## src/common/scs_pkg.sv

```systemverilog
/*
  Shared definitions for the storage class sequencer: address map,
  storage classes, command and subcommand bundles, class decoding.
  Assumes a single core clock and 15-bit storage addresses.
*/
package scs_pkg;

  // Address width and storage map
  localparam int SCS_ADDR_W = 15;
  typedef logic [SCS_ADDR_W-1:0] scs_addr_t;
  localparam scs_addr_t SCS_DRUM_BASE = 15'h4000;   // First drum address
  localparam scs_addr_t SCS_DRUM_TOP = 15'h7FFF;    // Last drum address
  localparam scs_addr_t SCS_CORE_TOP = 15'h03FF;    // Last rapid-access address
  localparam scs_addr_t SCS_QUOT_ADDR = 15'h2000;   // Quotient register, plain default
  localparam scs_addr_t SCS_ACCUM_ADDR = 15'h2001;  // Accumulator, plain default
  localparam scs_addr_t SCS_DRUM_MASK = 15'h3FFF;   // Bits that count inside drum
  localparam scs_addr_t SCS_PAGE_MASK = 15'h03FF;   // Bits that count elsewhere
  localparam scs_addr_t SCS_ADDR_ONE = 15'h0001;    // Advance step
  localparam scs_addr_t SCS_ADDR_RST = 15'h0000;    // Address after reset

  // Storage classes
  typedef enum logic [2:0] {
    SCS_CLS_CORE = 3'b000,
    SCS_CLS_DRUM = 3'b001,
    SCS_CLS_QUOT = 3'b010,
    SCS_CLS_ACCUM = 3'b011,
    SCS_CLS_NONE = 3'b100
  } scs_class_e;

  // Commands from the command timing control, one-cycle pulses
  typedef struct packed {
    logic read;           // Initiate read
    logic write_full;     // Initiate write, bits 0-35
    logic write_lower;    // Initiate write, bits 0-14
    logic write_middle;   // Initiate write, bits 15-29
    scs_addr_t addr;      // Storage address
  } scs_cmd_s;

  // Subcommands to the access controllers, one-cycle pulses
  typedef struct packed {
    logic core_read;
    logic core_write;
    logic core_write_lower;
    logic core_write_middle;
    logic drum_read;
    logic drum_write;
    logic drum_write_lower;
    logic drum_write_middle;
    logic drum_reference;
    logic quot_read;
    logic quot_write;
    logic accum_read;
    logic accum_write;
  } scs_sub_s;

  localparam scs_sub_s SCS_SUB_NONE = '0;  // No subcommand

  // Class of an address; register addresses are passed in
  function automatic scs_class_e scs_classify(input scs_addr_t a, input scs_addr_t q,
                                              input scs_addr_t acc);
    if (a >= SCS_DRUM_BASE) begin
      return SCS_CLS_DRUM;
    end else if (a <= SCS_CORE_TOP) begin
      return SCS_CLS_CORE;
    end else if (a == q) begin
      return SCS_CLS_QUOT;
    end else if (a == acc) begin
      return SCS_CLS_ACCUM;
    end
    return SCS_CLS_NONE;
  endfunction : scs_classify

endpackage : scs_pkg

```

## src/scs_sequencer.sv

```systemverilog
/*
  Storage class sequencer: takes read and write commands, classes the
  address and dispatches subcommands to the core, drum and register
  access controllers, or raises a fault.
  Assumes commands, stepping pulses and drum resume come from logic on
  core_clk, so none of them is synchronised here.
*/
// How it works
// - Sequences start on command or subcommand
// - First step lands with initiating command
// - Later steps only on controlled or minor pulses
// - Read picks sequence by address class
// - Drum read sends read plus drum reference
// - Drum range 40000-77777 wraps to 40000
// - Addresses 00000-01777 are rapid-access core
// - Full core write: core write, clear latch
// - Full drum write: write, reference, clear latch
// - Full quotient write: quotient write, clear latch
// - Full accumulator write: accumulator write, clear
// - Full unassigned write: fault, clear latch
// - Lower write latch; core gets lower write
// - Lower drum write plus drum reference
// - Lower write elsewhere: fault, clear latch
// - Middle write latch; core or drum access
// - Middle write elsewhere: fault, clear latch
`timescale 1ns/1ps
module scs_sequencer #(
  parameter scs_pkg::scs_addr_t QUOT_ADDR = scs_pkg::SCS_QUOT_ADDR,
  parameter scs_pkg::scs_addr_t ACCUM_ADDR = scs_pkg::SCS_ACCUM_ADDR
) (
  // Clock and reset
  input wire logic core_clk,
  input wire logic rst_n,
  // Commands and stepping pulses
  input wire scs_pkg::scs_cmd_s cmd,
  input wire logic controlled_clock_pulse,
  input wire logic minor_pulse,
  input wire logic addr_advance,
  input wire logic fault_clear,
  // Drum controller coincidence
  input wire logic drum_resume,
  // Subcommands and status
  output scs_pkg::scs_sub_s sub,
  output logic fault,
  output logic resume_main_pulse,
  output logic full_write_latch,
  output logic lower_field_write_latch,
  output logic middle_field_write_latch,
  // Held address
  output scs_pkg::scs_addr_t addr,
  output scs_pkg::scs_class_e addr_class
);

  // Any command starts a sequence
  wire logic any_cmd = cmd.read | cmd.write_full | cmd.write_lower | cmd.write_middle;

  // Only these pulses may move a pending write on
  wire logic step = controlled_clock_pulse | minor_pulse;

  // Class of the address offered with a read
  wire scs_pkg::scs_class_e cmd_class = scs_pkg::scs_classify(cmd.addr, QUOT_ADDR, ACCUM_ADDR);

  // Held address; any command reloads it
  scs_addr_unit #(
    .QUOT_ADDR(QUOT_ADDR),
    .ACCUM_ADDR(ACCUM_ADDR)
  ) u_addr (
    .core_clk(core_clk),
    .rst_n(rst_n),
    .load(any_cmd),
    .load_addr(cmd.addr),
    .advance(addr_advance),
    .addr(addr),
    .addr_class(addr_class)
  );

  // Held class decode
  wire logic is_core = (addr_class == scs_pkg::SCS_CLS_CORE);
  wire logic is_drum = (addr_class == scs_pkg::SCS_CLS_DRUM);
  wire logic is_quot = (addr_class == scs_pkg::SCS_CLS_QUOT);
  wire logic is_accum = (addr_class == scs_pkg::SCS_CLS_ACCUM);

  // Read dispatch happens with the command itself
  wire logic rd_core = cmd.read & (cmd_class == scs_pkg::SCS_CLS_CORE);
  wire logic rd_drum = cmd.read & (cmd_class == scs_pkg::SCS_CLS_DRUM);
  wire logic rd_quot = cmd.read & (cmd_class == scs_pkg::SCS_CLS_QUOT);
  wire logic rd_accum = cmd.read & (cmd_class == scs_pkg::SCS_CLS_ACCUM);
  wire logic rd_fault = cmd.read & (cmd_class == scs_pkg::SCS_CLS_NONE);

  // Pending writes fire on the next stepping pulse
  wire logic full_fire = full_write_latch & step;
  wire logic lower_fire = lower_field_write_latch & step;
  wire logic middle_fire = middle_field_write_latch & step;

  // Full-word write dispatch by class
  wire logic wf_core = full_fire & is_core;
  wire logic wf_drum = full_fire & is_drum;
  wire logic wf_quot = full_fire & is_quot;
  wire logic wf_accum = full_fire & is_accum;
  wire logic wf_fault = full_fire & (addr_class == scs_pkg::SCS_CLS_NONE);

  // Partial writes reach only core and drum
  wire logic wl_core = lower_fire & is_core;
  wire logic wl_drum = lower_fire & is_drum;
  wire logic wl_fault = lower_fire & ~is_core & ~is_drum;
  wire logic wm_core = middle_fire & is_core;
  wire logic wm_drum = middle_fire & is_drum;
  wire logic wm_fault = middle_fire & ~is_core & ~is_drum;

  // Every drum access carries a drum reference
  wire logic drum_ref = rd_drum | wf_drum | wl_drum | wm_drum;

  // Subcommand bundle for the next cycle
  wire scs_pkg::scs_sub_s next_sub = '{
    core_read: rd_core,
    core_write: wf_core,
    core_write_lower: wl_core,
    core_write_middle: wm_core,
    drum_read: rd_drum,
    drum_write: wf_drum,
    drum_write_lower: wl_drum,
    drum_write_middle: wm_drum,
    drum_reference: drum_ref,
    quot_read: rd_quot,
    quot_write: wf_quot,
    accum_read: rd_accum,
    accum_write: wf_accum
  };

  // Fault is sticky; a new fault beats a clear in the same cycle
  wire logic fault_set = rd_fault | wf_fault | wl_fault | wm_fault;
  wire logic next_fault = fault_set | (fault & ~fault_clear);

  // Latch sets with its command; a fresh command beats the clear
  wire logic next_full = cmd.write_full | (full_write_latch & ~step);
  wire logic next_lower = cmd.write_lower | (lower_field_write_latch & ~step);
  wire logic next_middle = cmd.write_middle | (middle_field_write_latch & ~step);

  // Write-request latches and fault
  always_ff @(posedge core_clk or negedge rst_n) begin
    if (!rst_n) begin
      full_write_latch <= 1'b0;
      lower_field_write_latch <= 1'b0;
      middle_field_write_latch <= 1'b0;
      fault <= 1'b0;
    end else begin
      full_write_latch <= next_full;
      lower_field_write_latch <= next_lower;
      middle_field_write_latch <= next_middle;
      fault <= next_fault;
    end
  end

  // Subcommand pulses, one cycle each
  always_ff @(posedge core_clk or negedge rst_n) begin
    if (!rst_n) begin
      sub <= scs_pkg::SCS_SUB_NONE;
    end else begin
      sub <= next_sub;
    end
  end

  // Coincidence from the drum controller goes on to the pulse distributor
  always_ff @(posedge core_clk or negedge rst_n) begin
    if (!rst_n) begin
      resume_main_pulse <= 1'b0;
    end else begin
      resume_main_pulse <= drum_resume;
    end
  end

  // Write latch is up the cycle after its command
  a_latch_sets: assert property (@(posedge core_clk) disable iff (!rst_n)
    cmd.write_lower |=> lower_field_write_latch)
    else $error("lower-field latch not set by its command");

  // Without a stepping pulse a pending write just waits
  a_no_free_step: assert property (@(posedge core_clk) disable iff (!rst_n)
    (full_write_latch && !step) |=> (full_write_latch && !sub.core_write && !sub.drum_write))
    else $error("full write advanced without a stepping pulse");

  // Drum read sends read and reference together
  a_drum_read_pair: assert property (@(posedge core_clk) disable iff (!rst_n)
    (cmd.read && cmd.addr >= scs_pkg::SCS_DRUM_BASE) |=> (sub.drum_read && sub.drum_reference))
    else $error("drum read missing read or reference");

  // Read to the quotient register address goes to the register controller only
  a_read_class: assert property (@(posedge core_clk) disable iff (!rst_n)
    (cmd.read && cmd.addr == QUOT_ADDR) |=> (sub.quot_read && !sub.core_read && !sub.drum_read))
    else $error("quotient read dispatched to wrong controller");

  // Resume follows the drum controller by one cycle
  a_resume_follow: assert property (@(posedge core_clk) disable iff (!rst_n)
    resume_main_pulse == $past(drum_resume))
    else $error("resume did not follow drum coincidence");

  // Full core write fires and the latch drops
  a_full_core: assert property (@(posedge core_clk) disable iff (!rst_n)
    (full_write_latch && step && is_core && !cmd.write_full)
      |=> (sub.core_write && !full_write_latch))
    else $error("full core write not dispatched or latch kept");

  // Full drum write carries its reference
  a_full_drum: assert property (@(posedge core_clk) disable iff (!rst_n)
    (full_write_latch && step && is_drum && !cmd.write_full)
      |=> (sub.drum_write && sub.drum_reference && !full_write_latch))
    else $error("full drum write incomplete");

  // Quotient full write
  a_full_quot: assert property (@(posedge core_clk) disable iff (!rst_n)
    (full_write_latch && step && is_quot) |=> (sub.quot_write && !sub.accum_write))
    else $error("quotient write not dispatched");

  // Accumulator full write
  a_full_accum: assert property (@(posedge core_clk) disable iff (!rst_n)
    (full_write_latch && step && is_accum) |=> (sub.accum_write && !sub.quot_write))
    else $error("accumulator write not dispatched");

  // Unassigned full write: fault and nothing else
  a_full_fault: assert property (@(posedge core_clk) disable iff (!rst_n)
    (full_write_latch && step && addr_class == scs_pkg::SCS_CLS_NONE && !cmd.write_full)
      |=> (fault && sub == scs_pkg::SCS_SUB_NONE && !full_write_latch))
    else $error("unassigned full write did not fault cleanly");

  // Lower core write
  a_lower_core: assert property (@(posedge core_clk) disable iff (!rst_n)
    (lower_field_write_latch && step && is_core && !cmd.write_lower)
      |=> (sub.core_write_lower && !lower_field_write_latch))
    else $error("lower core write not dispatched");

  // Lower drum write with reference
  a_lower_drum: assert property (@(posedge core_clk) disable iff (!rst_n)
    (lower_field_write_latch && step && is_drum) |=> (sub.drum_write_lower && sub.drum_reference))
    else $error("lower drum write incomplete");

  // Lower write elsewhere faults
  a_lower_fault: assert property (@(posedge core_clk) disable iff (!rst_n)
    (lower_field_write_latch && step && !is_core && !is_drum && !cmd.write_lower)
      |=> (fault && !sub.core_write_lower && !sub.drum_write_lower && !lower_field_write_latch))
    else $error("lower write outside core and drum did not fault");

  // Middle write to core or drum
  // Class picks the controller; a drum address also needs the reference
  a_middle_send: assert property (@(posedge core_clk) disable iff (!rst_n)
    (middle_field_write_latch && step && (is_core || is_drum))
      |=> ((sub.core_write_middle == $past(is_core))
        && (sub.drum_write_middle == $past(is_drum))
        && (sub.drum_reference || !$past(is_drum))))
    else $error("middle write not dispatched");

  // Middle write elsewhere faults
  a_middle_fault: assert property (@(posedge core_clk) disable iff (!rst_n)
    (middle_field_write_latch && step && !is_core && !is_drum && !cmd.write_middle)
      |=> (fault && !sub.core_write_middle && !sub.drum_write_middle && !middle_field_write_latch))
    else $error("middle write outside core and drum did not fault");

  // Full-word latch is up the cycle after its command
  a_full_sets: assert property (@(posedge core_clk) disable iff (!rst_n)
    cmd.write_full |=> full_write_latch)
    else $error("full-word latch not set by its command");

  // Middle-field latch is up the cycle after its command
  a_middle_sets: assert property (@(posedge core_clk) disable iff (!rst_n)
    cmd.write_middle |=> middle_field_write_latch)
    else $error("middle-field latch not set by its command");

  // Lower-field request holds until a stepping pulse
  a_lower_waits: assert property (@(posedge core_clk) disable iff (!rst_n)
    (lower_field_write_latch && !step)
      |=> (lower_field_write_latch && !sub.core_write_lower && !sub.drum_write_lower))
    else $error("lower write advanced without a stepping pulse");

  // Middle-field request holds until a stepping pulse
  a_middle_waits: assert property (@(posedge core_clk) disable iff (!rst_n)
    (middle_field_write_latch && !step)
      |=> (middle_field_write_latch && !sub.core_write_middle && !sub.drum_write_middle))
    else $error("middle write advanced without a stepping pulse");

  // A step with nothing pending and no command sends nothing
  a_idle_step: assert property (@(posedge core_clk) disable iff (!rst_n)
    (step && !full_write_latch && !lower_field_write_latch && !middle_field_write_latch
      && !any_cmd) |=> (sub == scs_pkg::SCS_SUB_NONE))
    else $error("stepping pulse produced a subcommand with nothing pending");

  // Rapid-access read goes to the core controller only
  a_core_read: assert property (@(posedge core_clk) disable iff (!rst_n)
    (cmd.read && cmd.addr <= scs_pkg::SCS_CORE_TOP)
      |=> (sub.core_read && !sub.drum_read && !sub.quot_read && !sub.accum_read))
    else $error("rapid-access read dispatched to wrong controller");

  // Accumulator read goes to the register controller only
  a_accum_read: assert property (@(posedge core_clk) disable iff (!rst_n)
    (cmd.read && cmd.addr == ACCUM_ADDR) |=> (sub.accum_read && !sub.quot_read))
    else $error("accumulator read dispatched to wrong controller");

  // No drum access ever leaves without its reference
  a_drum_ref_pair: assert property (@(posedge core_clk) disable iff (!rst_n)
    (sub.drum_read || sub.drum_write || sub.drum_write_lower || sub.drum_write_middle)
      |-> sub.drum_reference)
    else $error("drum access sent without drum reference");

  // Fault stays up until it is cleared
  a_fault_sticky: assert property (@(posedge core_clk) disable iff (!rst_n)
    (fault && !fault_clear) |=> fault)
    else $error("fault dropped without a clear");

endmodule : scs_sequencer

```

## src/scs_addr_unit.sv

```systemverilog
/*
  Held storage address with class decode and advance that wraps inside drum or a 1024-address page.
  Assumes load and advance are single-cycle pulses on core_clk.
*/
`timescale 1ns/1ps
module scs_addr_unit #(
  parameter scs_pkg::scs_addr_t QUOT_ADDR = scs_pkg::SCS_QUOT_ADDR,
  parameter scs_pkg::scs_addr_t ACCUM_ADDR = scs_pkg::SCS_ACCUM_ADDR
) (
  // Clock and reset
  input wire logic core_clk,
  input wire logic rst_n,
  // Load and advance
  input wire logic load,
  input wire scs_pkg::scs_addr_t load_addr,
  input wire logic advance,
  // Held address and its class
  output scs_pkg::scs_addr_t addr,
  output scs_pkg::scs_class_e addr_class
);

  // Carry is cut at the drum boundary, or at a 1024-address page outside drum, so the count wraps in place
  wire scs_pkg::scs_addr_t count_mask =
    (addr >= scs_pkg::SCS_DRUM_BASE) ? scs_pkg::SCS_DRUM_MASK : scs_pkg::SCS_PAGE_MASK;
  wire scs_pkg::scs_addr_t bumped = addr + scs_pkg::SCS_ADDR_ONE;
  wire scs_pkg::scs_addr_t advanced = (addr & ~count_mask) | (bumped & count_mask);
  // Load beats advance when both arrive
  wire scs_pkg::scs_addr_t next_addr = load ? load_addr : (advance ? advanced : addr);

  // Address and registered class
  always_ff @(posedge core_clk or negedge rst_n) begin
    if (!rst_n) begin
      addr <= scs_pkg::SCS_ADDR_RST;
      addr_class <= scs_pkg::SCS_CLS_CORE;
    end else begin
      addr <= next_addr;
      addr_class <= scs_pkg::scs_classify(next_addr, QUOT_ADDR, ACCUM_ADDR);
    end
  end

  // Drum top wraps to drum base
  a_drum_wrap: assert property (@(posedge core_clk) disable iff (!rst_n)
    (advance && !load && addr == scs_pkg::SCS_DRUM_TOP) |=> addr == scs_pkg::SCS_DRUM_BASE)
    else $error("drum address did not wrap to base");

  // Rapid-access range never leaves its class
  a_core_class: assert property (@(posedge core_clk) disable iff (!rst_n)
    (load && load_addr <= scs_pkg::SCS_CORE_TOP) |=> addr_class == scs_pkg::SCS_CLS_CORE)
    else $error("rapid-access address not classed as core");

endmodule : scs_addr_unit

```

## config.mk

```make
export PLATFORM = sky130hd
export DESIGN_NAME = scs_sequencer
export DESIGN_NICKNAME = d
export VERILOG_FILES = /design/src/common/scs_pkg.sv /design/src/scs_sequencer.sv /design/src/scs_addr_unit.sv
export SDC_FILE = /design/constraint.sdc
export NUM_CORES = 1
export LEC_CHECK = 0
export BUFFER_PORTS_ARGS = -buffer_cell sky130_fd_sc_hd__buf_2
export CAP_MARGIN = 5
export CELL_PAD_IN_SITES_DETAIL_PLACEMENT = 0
export CELL_PAD_IN_SITES_GLOBAL_PLACEMENT = 1
export CORE_ASPECT_RATIO = 2
export CORE_MARGIN = 1.5
export CORE_UTILIZATION = 36
export CTS_CLUSTER_SIZE = 24
export DETAILED_ROUTE_END_ITERATION = 10
export PLACE_DENSITY = 0.84
export SLEW_MARGIN = 20
export SYNTH_ARGS = -nofsm -noshare
export SYNTH_HDL_FRONTEND = slang
export SYNTH_SLANG_ARGS = --single-unit
```

## constraint.sdc

```tcl
create_clock -name core_clk -period 2.7 [get_ports core_clk]
set_input_delay 0.54 -clock core_clk [delete_from_list [all_inputs] [get_ports core_clk]]
set_output_delay 0.54 -clock core_clk [all_outputs]
set_load 0.05 [all_outputs]
```

==> results of run 1 <==
[per-layer routing]
metal,up-vias,part of all wire (%)
met2,52,56
met5,-,0
li1,748,-
met1,723,34
met4,0,5.7
met3,17,4.4
[stage by stage]
stage	cells	utilization, %	instance area, um^2	hold slack, ps	setup WS, ps
after detailed placement	287	45.6	2100	504	392
after global routing	295	47.9	2200	347	372
after floorplan	175	-	1730	244	446
after global placement	287	45.6	2100	507	418
after CTS	295	47.9	2200	352	548
final	295	47.9	2200	338	545
[cell usage after synthesis (all sizes together) (4+ instances only)]
library cell and number:
nand4 7, and3 4, nand2 20, or4 4, mux2i 4, nor3 6, nor4 4, xnor2 5
nor2 16, o21ai 13, inv 9, dfrtp 36, xor2 5, and2 4
[logic make-up after synthesis]
kind of cell	synth area share (%)
buffers and inverters	3.83
adders and majority gates	1.44
DFF	52.0
xor gates and xnor gates	5.05
muxes	2.31
and+or+nand+nor	25.6
AOI/OAI and AO/OA	9.82
[worst max-delay path, delay by kind of cell (launching register included)]
family / cells / cell delay, ps
and+or+nand+nor: 4 / 1000
AOI/OAI and AO/OA: 2 / 370
adders and majority gates: 1 / 250
DFF: 1 / 450
[power groups by stage]
stage	combinational, W	sequential [W]	clock (W)
2_1_floorplan	0.0000729	0.000711	0
3_3_place_gp	0.000262	0.000613	0
3_5_place_dp	0.000264	0.000613	0
4_1_cts	0.000265	0.000603	0.000478
5_1_grt	0.000281	0.000608	0.000494
6_report	0.000261	0.000603	0.000462
[final cells by class]
cell class	instances	area [um^2]
timing repair buffer	63	320
inverter	9	33.8
fill	493	2390
tap	55	68.8
clock inverter	2	35.0
sequential	36	901
multi-input combinational	124	772
clock buffer	6	72.6
[registers in the layout (all words and copies together), names as in the netlist]
register,flops
u_addr.addr_class,3
fault,1
full_write_latch,1
resume_main_pulse,1
lower_field_write_latch,1
u_addr.addr,15
sub,13
middle_field_write_latch,1
[worst paths after layout]
path                                      startpoint                   end  slack [ps]  cells after the start
worst max register to register        u_addr.addr[1]  u_addr.addr_class[2]         550                      7
worst max-delay path                  u_addr.addr[1]  u_addr.addr_class[2]         550                      7
min in group core_clk                    drum_resume     resume_main_pulse         360                      1
worst min-delay path                           rst_n                sub[1]         340                      1
worst min register to register  u_addr.addr_class[0]                sub[2]         520                      1
max in group asynchronous                      rst_n        u_addr.addr[8]        1850                      1
==> flow_summary.ini, run 1 <==
[clocking]
clk_pin_slew_worst_paths_ps = 70
cts_max_level = 2
cts-resized-gates = 0
cts_buffers = 5
cts-hold-fix-buffers = 0
post_cts_buffers = 0
cts.path.max_buffers = 2
root_buffer = clkbuf_8
clk_latency_ps = 280
cts_tree = yes
clock-sinks = 36

[sta]
fin_crit_sh_pct = 79.8
fmax_mhz = 464
tightest_slew_ps = 800
rsz0062_at_grt = false
slew_headroom_pct = 46.7
slew_viol_final = 0
finClkSkew_ps = 1.61
setup_tns_ps = 0
hold_viol = 0
setup_viol = 0
min_period_ps = 2150

[finish]
drive_gt1_share_pct = 32.1
area_growth_syn_to_layout_pct = 27.1
antennaDiodeCount = 0
fin_nets = 267
final_common_cell = buf_2
final_cell_mix = buf_2 (61), dfrtp_1 (36), nand2_1 (20)

[grt]
globalRouteMet3Util_pct = 3.71
use_met1_pct = 18.5
top_usage_layer = met2
overflow = 0
grt_pass1_vias = 1603
grt_max_degree = 37
grt_usage_pct = 19.4
antenna_found_initial = 0
grt_pass1_wl_um = 7400
grtUsageMet2_pct = 35.1

[power_and_ir_drop]
power_w = 0.00133
powerDensity_nw_per_um2 = 602
power.static_leakage_nw = 1.10
switching_power_w = 0.000412
swShare_pct = 31.1
intPower_w = 0.000914
p_clk_share_pct = 34.8
peakVddDrop_mv = 0.344
power_frac_comb_pct = 19.7
p_seq_share_pct = 45.5

[synth]
synth.top_cell.area_share_pct = 52.0
ys_seq_area_share_pct = 52.0
synth_cells = 175
ys_ff_latch = 36
syn_avg_cell_area_um2 = 9.90
synth_cell_type_count = 39
async_flop_share_pct = 100
ys.flop_type = dfrtp_1
synth.largest_area_cell = dfrtp_1
synth_warnings = 0
synthesis.nets = 203
synth_enable_flop_cells = 0
synth_area_um2 = 1730
synth_area_leaders = dfrtp_1 (52%), nand2_1 (4.3%), o21ai_0 (3.8%)

[floorplanning]
die_area_um2 = 5260
rows = 35
die_h_um = 101
io_pins = 62
core_area_um2 = 4600
initial_core_util_pct = 37.7
die-width_um = 52.1

[hold_path]
hold_class = input port to async pin

[critical_path]
critPathRequiredTime_ps = 2900
slowest_delay_ps = 450
path_class = flip-flop to flip-flop
worstPathCellList = ha_1, nand4_1, or3_1, a31oi_1, nor2_1, and4_1, o31ai_2
endpoint_kind = flip-flop
crit_fanout = 7
arrival_ps = 2350
slowest_stage = dfrtp_1
worst_setup_path_start_kind = flip-flop

[job]
cap_violations = 0

[route]
avgRoutedWirePerCell_um = 15.6
drt_wl_total_um = 4590
ant_nets = 0
vias_per_cell = 5.22
vias = 1540
firstDrtPassIters = 4
drcViolationCount = 0
drt-initial-drc-count = 28

[placed_design]
place_hpwl_um = 3570
numPortBuffers = 61
gp_congestion = 0.791

[status]
status = completed
(Power assumes the default switching activity.)
==> run 2, diff against run 1 <==
--- a/config.mk
+++ b/config.mk
@@ -11,10 +11,10 @@
 export CELL_PAD_IN_SITES_GLOBAL_PLACEMENT = 1
 export CORE_ASPECT_RATIO = 2
 export CORE_MARGIN = 1.5
-export CORE_UTILIZATION = 36
+export CORE_UTILIZATION = 33
 export CTS_CLUSTER_SIZE = 24
 export DETAILED_ROUTE_END_ITERATION = 10
-export PLACE_DENSITY = 0.84
+export PLACE_DENSITY = 0.81
 export SLEW_MARGIN = 20
 export SYNTH_ARGS = -nofsm -noshare
 export SYNTH_HDL_FRONTEND = slang
==> constraint.sdc (replaced) <==
create_clock -name core_clk -period 1.86 [get_ports core_clk]
set_input_delay 0.372 -clock core_clk [delete_from_list [all_inputs] [get_ports core_clk]]
set_output_delay 0.372 -clock core_clk [all_outputs]
set_load 0.05 [all_outputs]
==> run 2 against run 1 <==
The flow now finishes with violations (setup timing). Critical path depth is the same. Register-to-register slack lost 600 ps. Flip-flop and latch count is the same. Sequential power grew 44%. Setup slack lost 600 ps. Worst hold slack lost 220 ps.
==> flow_summary.ini, run 2 (same netlist as run 1, synthesis figures left out) <==
[status]
status = complete, but fails checks
violations = setup timing

[placed_design]
gp_congestion = 0.809
dp_cells = 319
pre_cts_slack_ps = -184
placed_area_um2 = 2340
place_hpwl_um = 3870
numPortBuffers = 61

[critical_path]
path_class = flip-flop to flip-flop
crit_buf_inv = 0
reg2reg_setup_slack_ps = -60
slowest_delay_ps = 430
critical_path.top_delay_family = simple AND/OR/NAND/NOR gates
worst_setup_path_start_kind = flip-flop
endpoint_kind = flip-flop
critPathRequiredTime_ps = 2070
path_depth = 7
arrival_ps = 2120
crit_fanout = 5
slowest_stage = dfrtp_2
rr_worst_depth = 7
worstPathCellList = ha_4, nand4_1, or3_1, a31oi_2, nor2_1, and4_1, o31ai_2

[route]
vias_per_cell = 5.05
ant_nets = 0
firstDrtPassIters = 4
drt_wl_total_um = 4990
drcViolationCount = 0
drt-initial-drc-count = 29
vias = 1682
avgRoutedWirePerCell_um = 15.0

[power_and_ir_drop]
p_seq_share_pct = 45.2
swShare_pct = 33.0
powerDensity_nw_per_um2 = 762
intPower_w = 0.00129
peakVddDrop_mv = 0.536
power.static_leakage_nw = 1.26
power_frac_comb_pct = 24.6
p_clk_share_pct = 30.3
switching_power_w = 0.000632

[sta]
slew_viol_final = 0
rsz0062_at_grt = true
setup_ws_ps = -55.8
fin_crit_sh_pct = 103
slew_headroom_pct = 68.4
hold_viol = 0
min_period_ps = 1920
setup_viol = 2
tightest_slew_ps = 474
fmax_mhz = 522
finClkSkew_ps = 9.63

[grt]
globalRouteMet3Util_pct = 2.12
grt_max_degree = 37
top_usage_layer = met2
antenna_found_initial = 0
overflow = 0
grtUsageMet2_pct = 35.7
grt_usage_pct = 19.1
use_met1_pct = 19.3
grt_pass1_wl_um = 7970
grt_pass1_vias = 1745

[finish]
design_area_um2 = 2520
drive_gt1_share_pct = 45.8
stdcell_count = 333
largest-register = u_addr.addr
n_fill_cell = 520
top_regs = u_addr.addr (15), sub (13), u_addr.addr_class (3)
antennaDiodeCount = 0
seq_area_um2 = 910
fin_nets = 302
area_growth_syn_to_layout_pct = 45.3
multi_input_area_um2 = 815
final_common_cell = buf_2
largest_register_ffs = 15
final_cell_mix = buf_2 (61), buf_4 (34), dfrtp_1 (29)

[clocking]
cts_tree = yes
cts-hold-fix-buffers = 0
root_buffer = clkbuf_8
clk_pin_slew_worst_paths_ps = 80
clk_latency_ps = 290
cts_buffers = 5
cts.path.max_buffers = 2
clock-sinks = 36
cts_max_level = 2

[floorplanning]
die_h_um = 105
initial_core_util_pct = 34.0
die_area_um2 = 5720
core_area_um2 = 5090
rows = 37
io_pins = 62
die-width_um = 54.2

[job]
cap_violations = 0

[hold_path]
hold_class = input port to async pin
-- run 2: changes by cell type in the layout (fill, tap and decap cells not counted), moves of 3 or more --
cell | before | now
a31oi_2 | 0 | 3
a31oi_1 | 3 | 0
dfrtp_2 | 0 | 7
dfrtp_1 | 36 | 29
buf_4 | 2 | 34
buf_6 | 0 | 3
-- run 2: what timing repair did --
action / in CTS / in global routing
endpoints found under the setup margin: 3 / 4
buffers inserted: 7 / 1
endpoints found under the hold margin: 0 / 0
pin swaps: 13 / 0
gates resized for setup: 11 / 0
-- run 2: worst paths after layout --
check,start,endpoint
setup / recovery,u_addr.addr[0],u_addr.addr_class[2]
hold / removal,rst_n,u_addr.addr[1]
setup reg to reg,u_addr.addr[0],u_addr.addr_class[2]
hold reg to reg,u_addr.addr_class[0],sub[2]
max in group asynchronous,rst_n,u_addr.addr[0]
min in group core_clk,drum_resume,resume_main_pulse
-- run 2: final cells by class --
type,instances,area share (%)
clock buffer,6,3.28
clock inverter,2,0.398
inverter,9,1.34
multi-input combinational,124,32.4
sequential,36,36.1
tap,58,2.88
timing repair buffer,98,23.6
-- run 2: stage by stage --
step,TNS (ps),power [W],utilization (%),hold WS [ps]
2_1_floorplan,-202,0.00114,-,76.4
3_3_place_gp,-268,0.00132,45.9,438
3_5_place_dp,-333,0.00133,45.9,437
4_1_cts,-44.1,0.00193,49.7,122
5_1_grt,-308,0.00200,49.4,165
6_report,-94.1,0.00192,49.4,117
-- run 2: power by group through the flow --
stage	sequential, W	clock (W)	combinational (W)
CTS	0.000866	0.000591	0.000477
detailed placement	0.000882	0	0.000449
floorplan	0.00104	0	0.000107
global placement	0.000879	0	0.000445
finish	0.000866	0.000581	0.000471
global route	0.000872	0.000620	0.000508
-- run 2: routing by layer --
metal | up-vias | share of wire [%]
met4 | 0 | 3.0
li1 | 812 | -
met5 | - | 0
met3 | 13 | 4.5
met1 | 801 | 35
met2 | 56 | 58
==> run 3, diff against run 2 <==
--- a/config.mk
+++ b/config.mk
@@ -15,7 +15,9 @@
 export CTS_CLUSTER_SIZE = 24
 export DETAILED_ROUTE_END_ITERATION = 10
 export PLACE_DENSITY = 0.81
+export REMOVE_ABC_BUFFERS = 1
 export SLEW_MARGIN = 20
 export SYNTH_ARGS = -nofsm -noshare
 export SYNTH_HDL_FRONTEND = slang
 export SYNTH_SLANG_ARGS = --single-unit
+export TNS_END_PERCENT = 10
==> run 3 against run 2 <==
The flow still finishes with violations (setup timing). Core utilization is 1.1 points lower. Clock power fell by 11%. Register-to-register slack better by 20 ps. Setup slack better by 20 ps.
==> flow_summary.ini, run 3 (same netlist as run 1, synthesis figures left out) <==
[finish]
final_cell_mix = buf_2 (61), dfrtp_1 (36), buf_4 (35)
antennaDiodeCount = 0
area_growth_syn_to_layout_pct = 42.0
largest-register = u_addr.addr
largest_register_ffs = 15
fin_nets = 300
final_common_cell = buf_2
drive_gt1_share_pct = 42.3
stdcell_count = 330
top_regs = u_addr.addr (15), sub (13), u_addr.addr_class (3)

[power_and_ir_drop]
p_clk_share_pct = 28.1
switching_power_w = 0.000601
peakVddDrop_mv = 0.504
power_frac_comb_pct = 25.1
power.static_leakage_nw = 1.25
powerDensity_nw_per_um2 = 746
intPower_w = 0.00123
p_seq_share_pct = 46.8
swShare_pct = 32.7

[sta]
fin_crit_sh_pct = 102
finClkSkew_ps = 5.72
tightest_slew_ps = 464
slew_headroom_pct = 69.0
setup_viol = 2
setup_ws_ps = -35.5
rsz0062_at_grt = true
slew_viol_final = 0
hold_viol = 0
min_period_ps = 1900
fmax_mhz = 528

[route]
firstDrtPassIters = 4
avgRoutedWirePerCell_um = 14.5
drcViolationCount = 0
drt-initial-drc-count = 28
vias = 1658
vias_per_cell = 5.02
drt_wl_total_um = 4800
ant_nets = 0

[grt]
grt_pass1_wl_um = 7670
overflow = 0
grt_max_degree = 37
grt_usage_pct = 18.5
grt_pass1_vias = 1630
antenna_found_initial = 0

[status]
violations = setup timing
status = complete, but fails checks

[placed_design]
gp_congestion = 0.831
pre_cts_slack_ps = -264
dp_cells = 322
place_hpwl_um = 3760
numPortBuffers = 61

[floorplanning]
die_h_um = 105
rows = 37
die_area_um2 = 5720
core_area_um2 = 5090
die-width_um = 54.2
initial_core_util_pct = 34.0
io_pins = 62

[critical_path]
path_class = flip-flop to flip-flop
crit_fanout = 4
endpoint_kind = flip-flop
arrival_ps = 2090
worst_setup_path_start_kind = flip-flop
critPathRequiredTime_ps = 2050

[clocking]
cts_max_level = 2
cts-hold-fix-buffers = 0
cts_buffers = 5
clk_latency_ps = 290
clock-sinks = 36
cts_tree = yes
clk_pin_slew_worst_paths_ps = 70
cts.path.max_buffers = 2
root_buffer = clkbuf_8

[hold_path]
hold_class = input port to async pin

[job]
cap_violations = 0
run 3: cell count changes in the layout (fill, tap and decap cells not counted), moves of 2 or more:
cell and delta:
dfrtp_1 +7, dfrtp_2 -7, buf_6 -3, a31oi_2 -2
run 3: power by group through the flow:
stage	sequential, W	combinational [W]	clock [W]
2_1_floorplan	0.00103	0.0000982	0
3_3_place_gp	0.000873	0.000450	0
3_5_place_dp	0.000874	0.000455	0
4_1_cts	0.000860	0.000465	0.000539
5_1_grt	0.000867	0.000494	0.000566
6_report	0.000860	0.000460	0.000516
run 3: final timing paths:
kind	startpoint	end	slack, ps	cells after the start
hold reg to reg	u_addr.addr_class[0]	sub[2]	520	1
min in group core_clk	drum_resume	resume_main_pulse	200	1
setup / recovery	u_addr.addr[0]	u_addr.addr_class[0]	-40	8
max in group asynchronous	rst_n	sub[6]	1420	2
setup reg to reg	u_addr.addr[0]	u_addr.addr_class[0]	-40	8
hold / removal	rst_n	u_addr.addr[1]	120	2
run 3: stage by stage:
| step | instance area (um^2) | total power [W] | setup TNS [ps] | hold slack [ps] | utilization [%] |
|---|---|---|---|---|---|
| floorplan | 1700 | 0.00113 | -3440 | 76.4 | - |
| global placement | 2340 | 0.00132 | -510 | 436 | 45.9 |
| detailed placement | 2340 | 0.00133 | -543 | 442 | 45.9 |
| CTS | 2460 | 0.00186 | -10.3 | 132 | 48.3 |
| global route | 2460 | 0.00193 | -440 | 170 | 48.3 |
| finish | 2460 | 0.00184 | -38.6 | 122 | 48.3 |
run 3: area by class of cell:
class,instances,area [um^2]
multi-input cells,124,808
clock inverters,1,5.00
repair buffers,96,568
fillers,526,2630
clock buffers,6,72.6
flip-flops and latches,36,901
inverters,9,33.8
well taps,58,72.6
run 3: worst max-delay path, cell delays in order (launching register included):
cell and delay, ps:
dfrtp_1 380, ha_2 200, nand4_1 190, buf_4 220
xor2_1 120, nand2_1 100, o22ai_2 190, nand4_1 130
o31ai_1 270
run 3: timing repair:
action                                  CTS  global route
pin swaps                                 5             6
endpoints found under the setup margin    2             3
resized for setup                         8             0
buffers inserted                          1             0
run 3: routing by layer:
metal / GRT usage [%] / routed length (um)
met1: 19.2 / 1690
met3: 2.97 / 229
met5: 0 / 0
met2: 34.2 / 2780
met4: 7.14 / 97
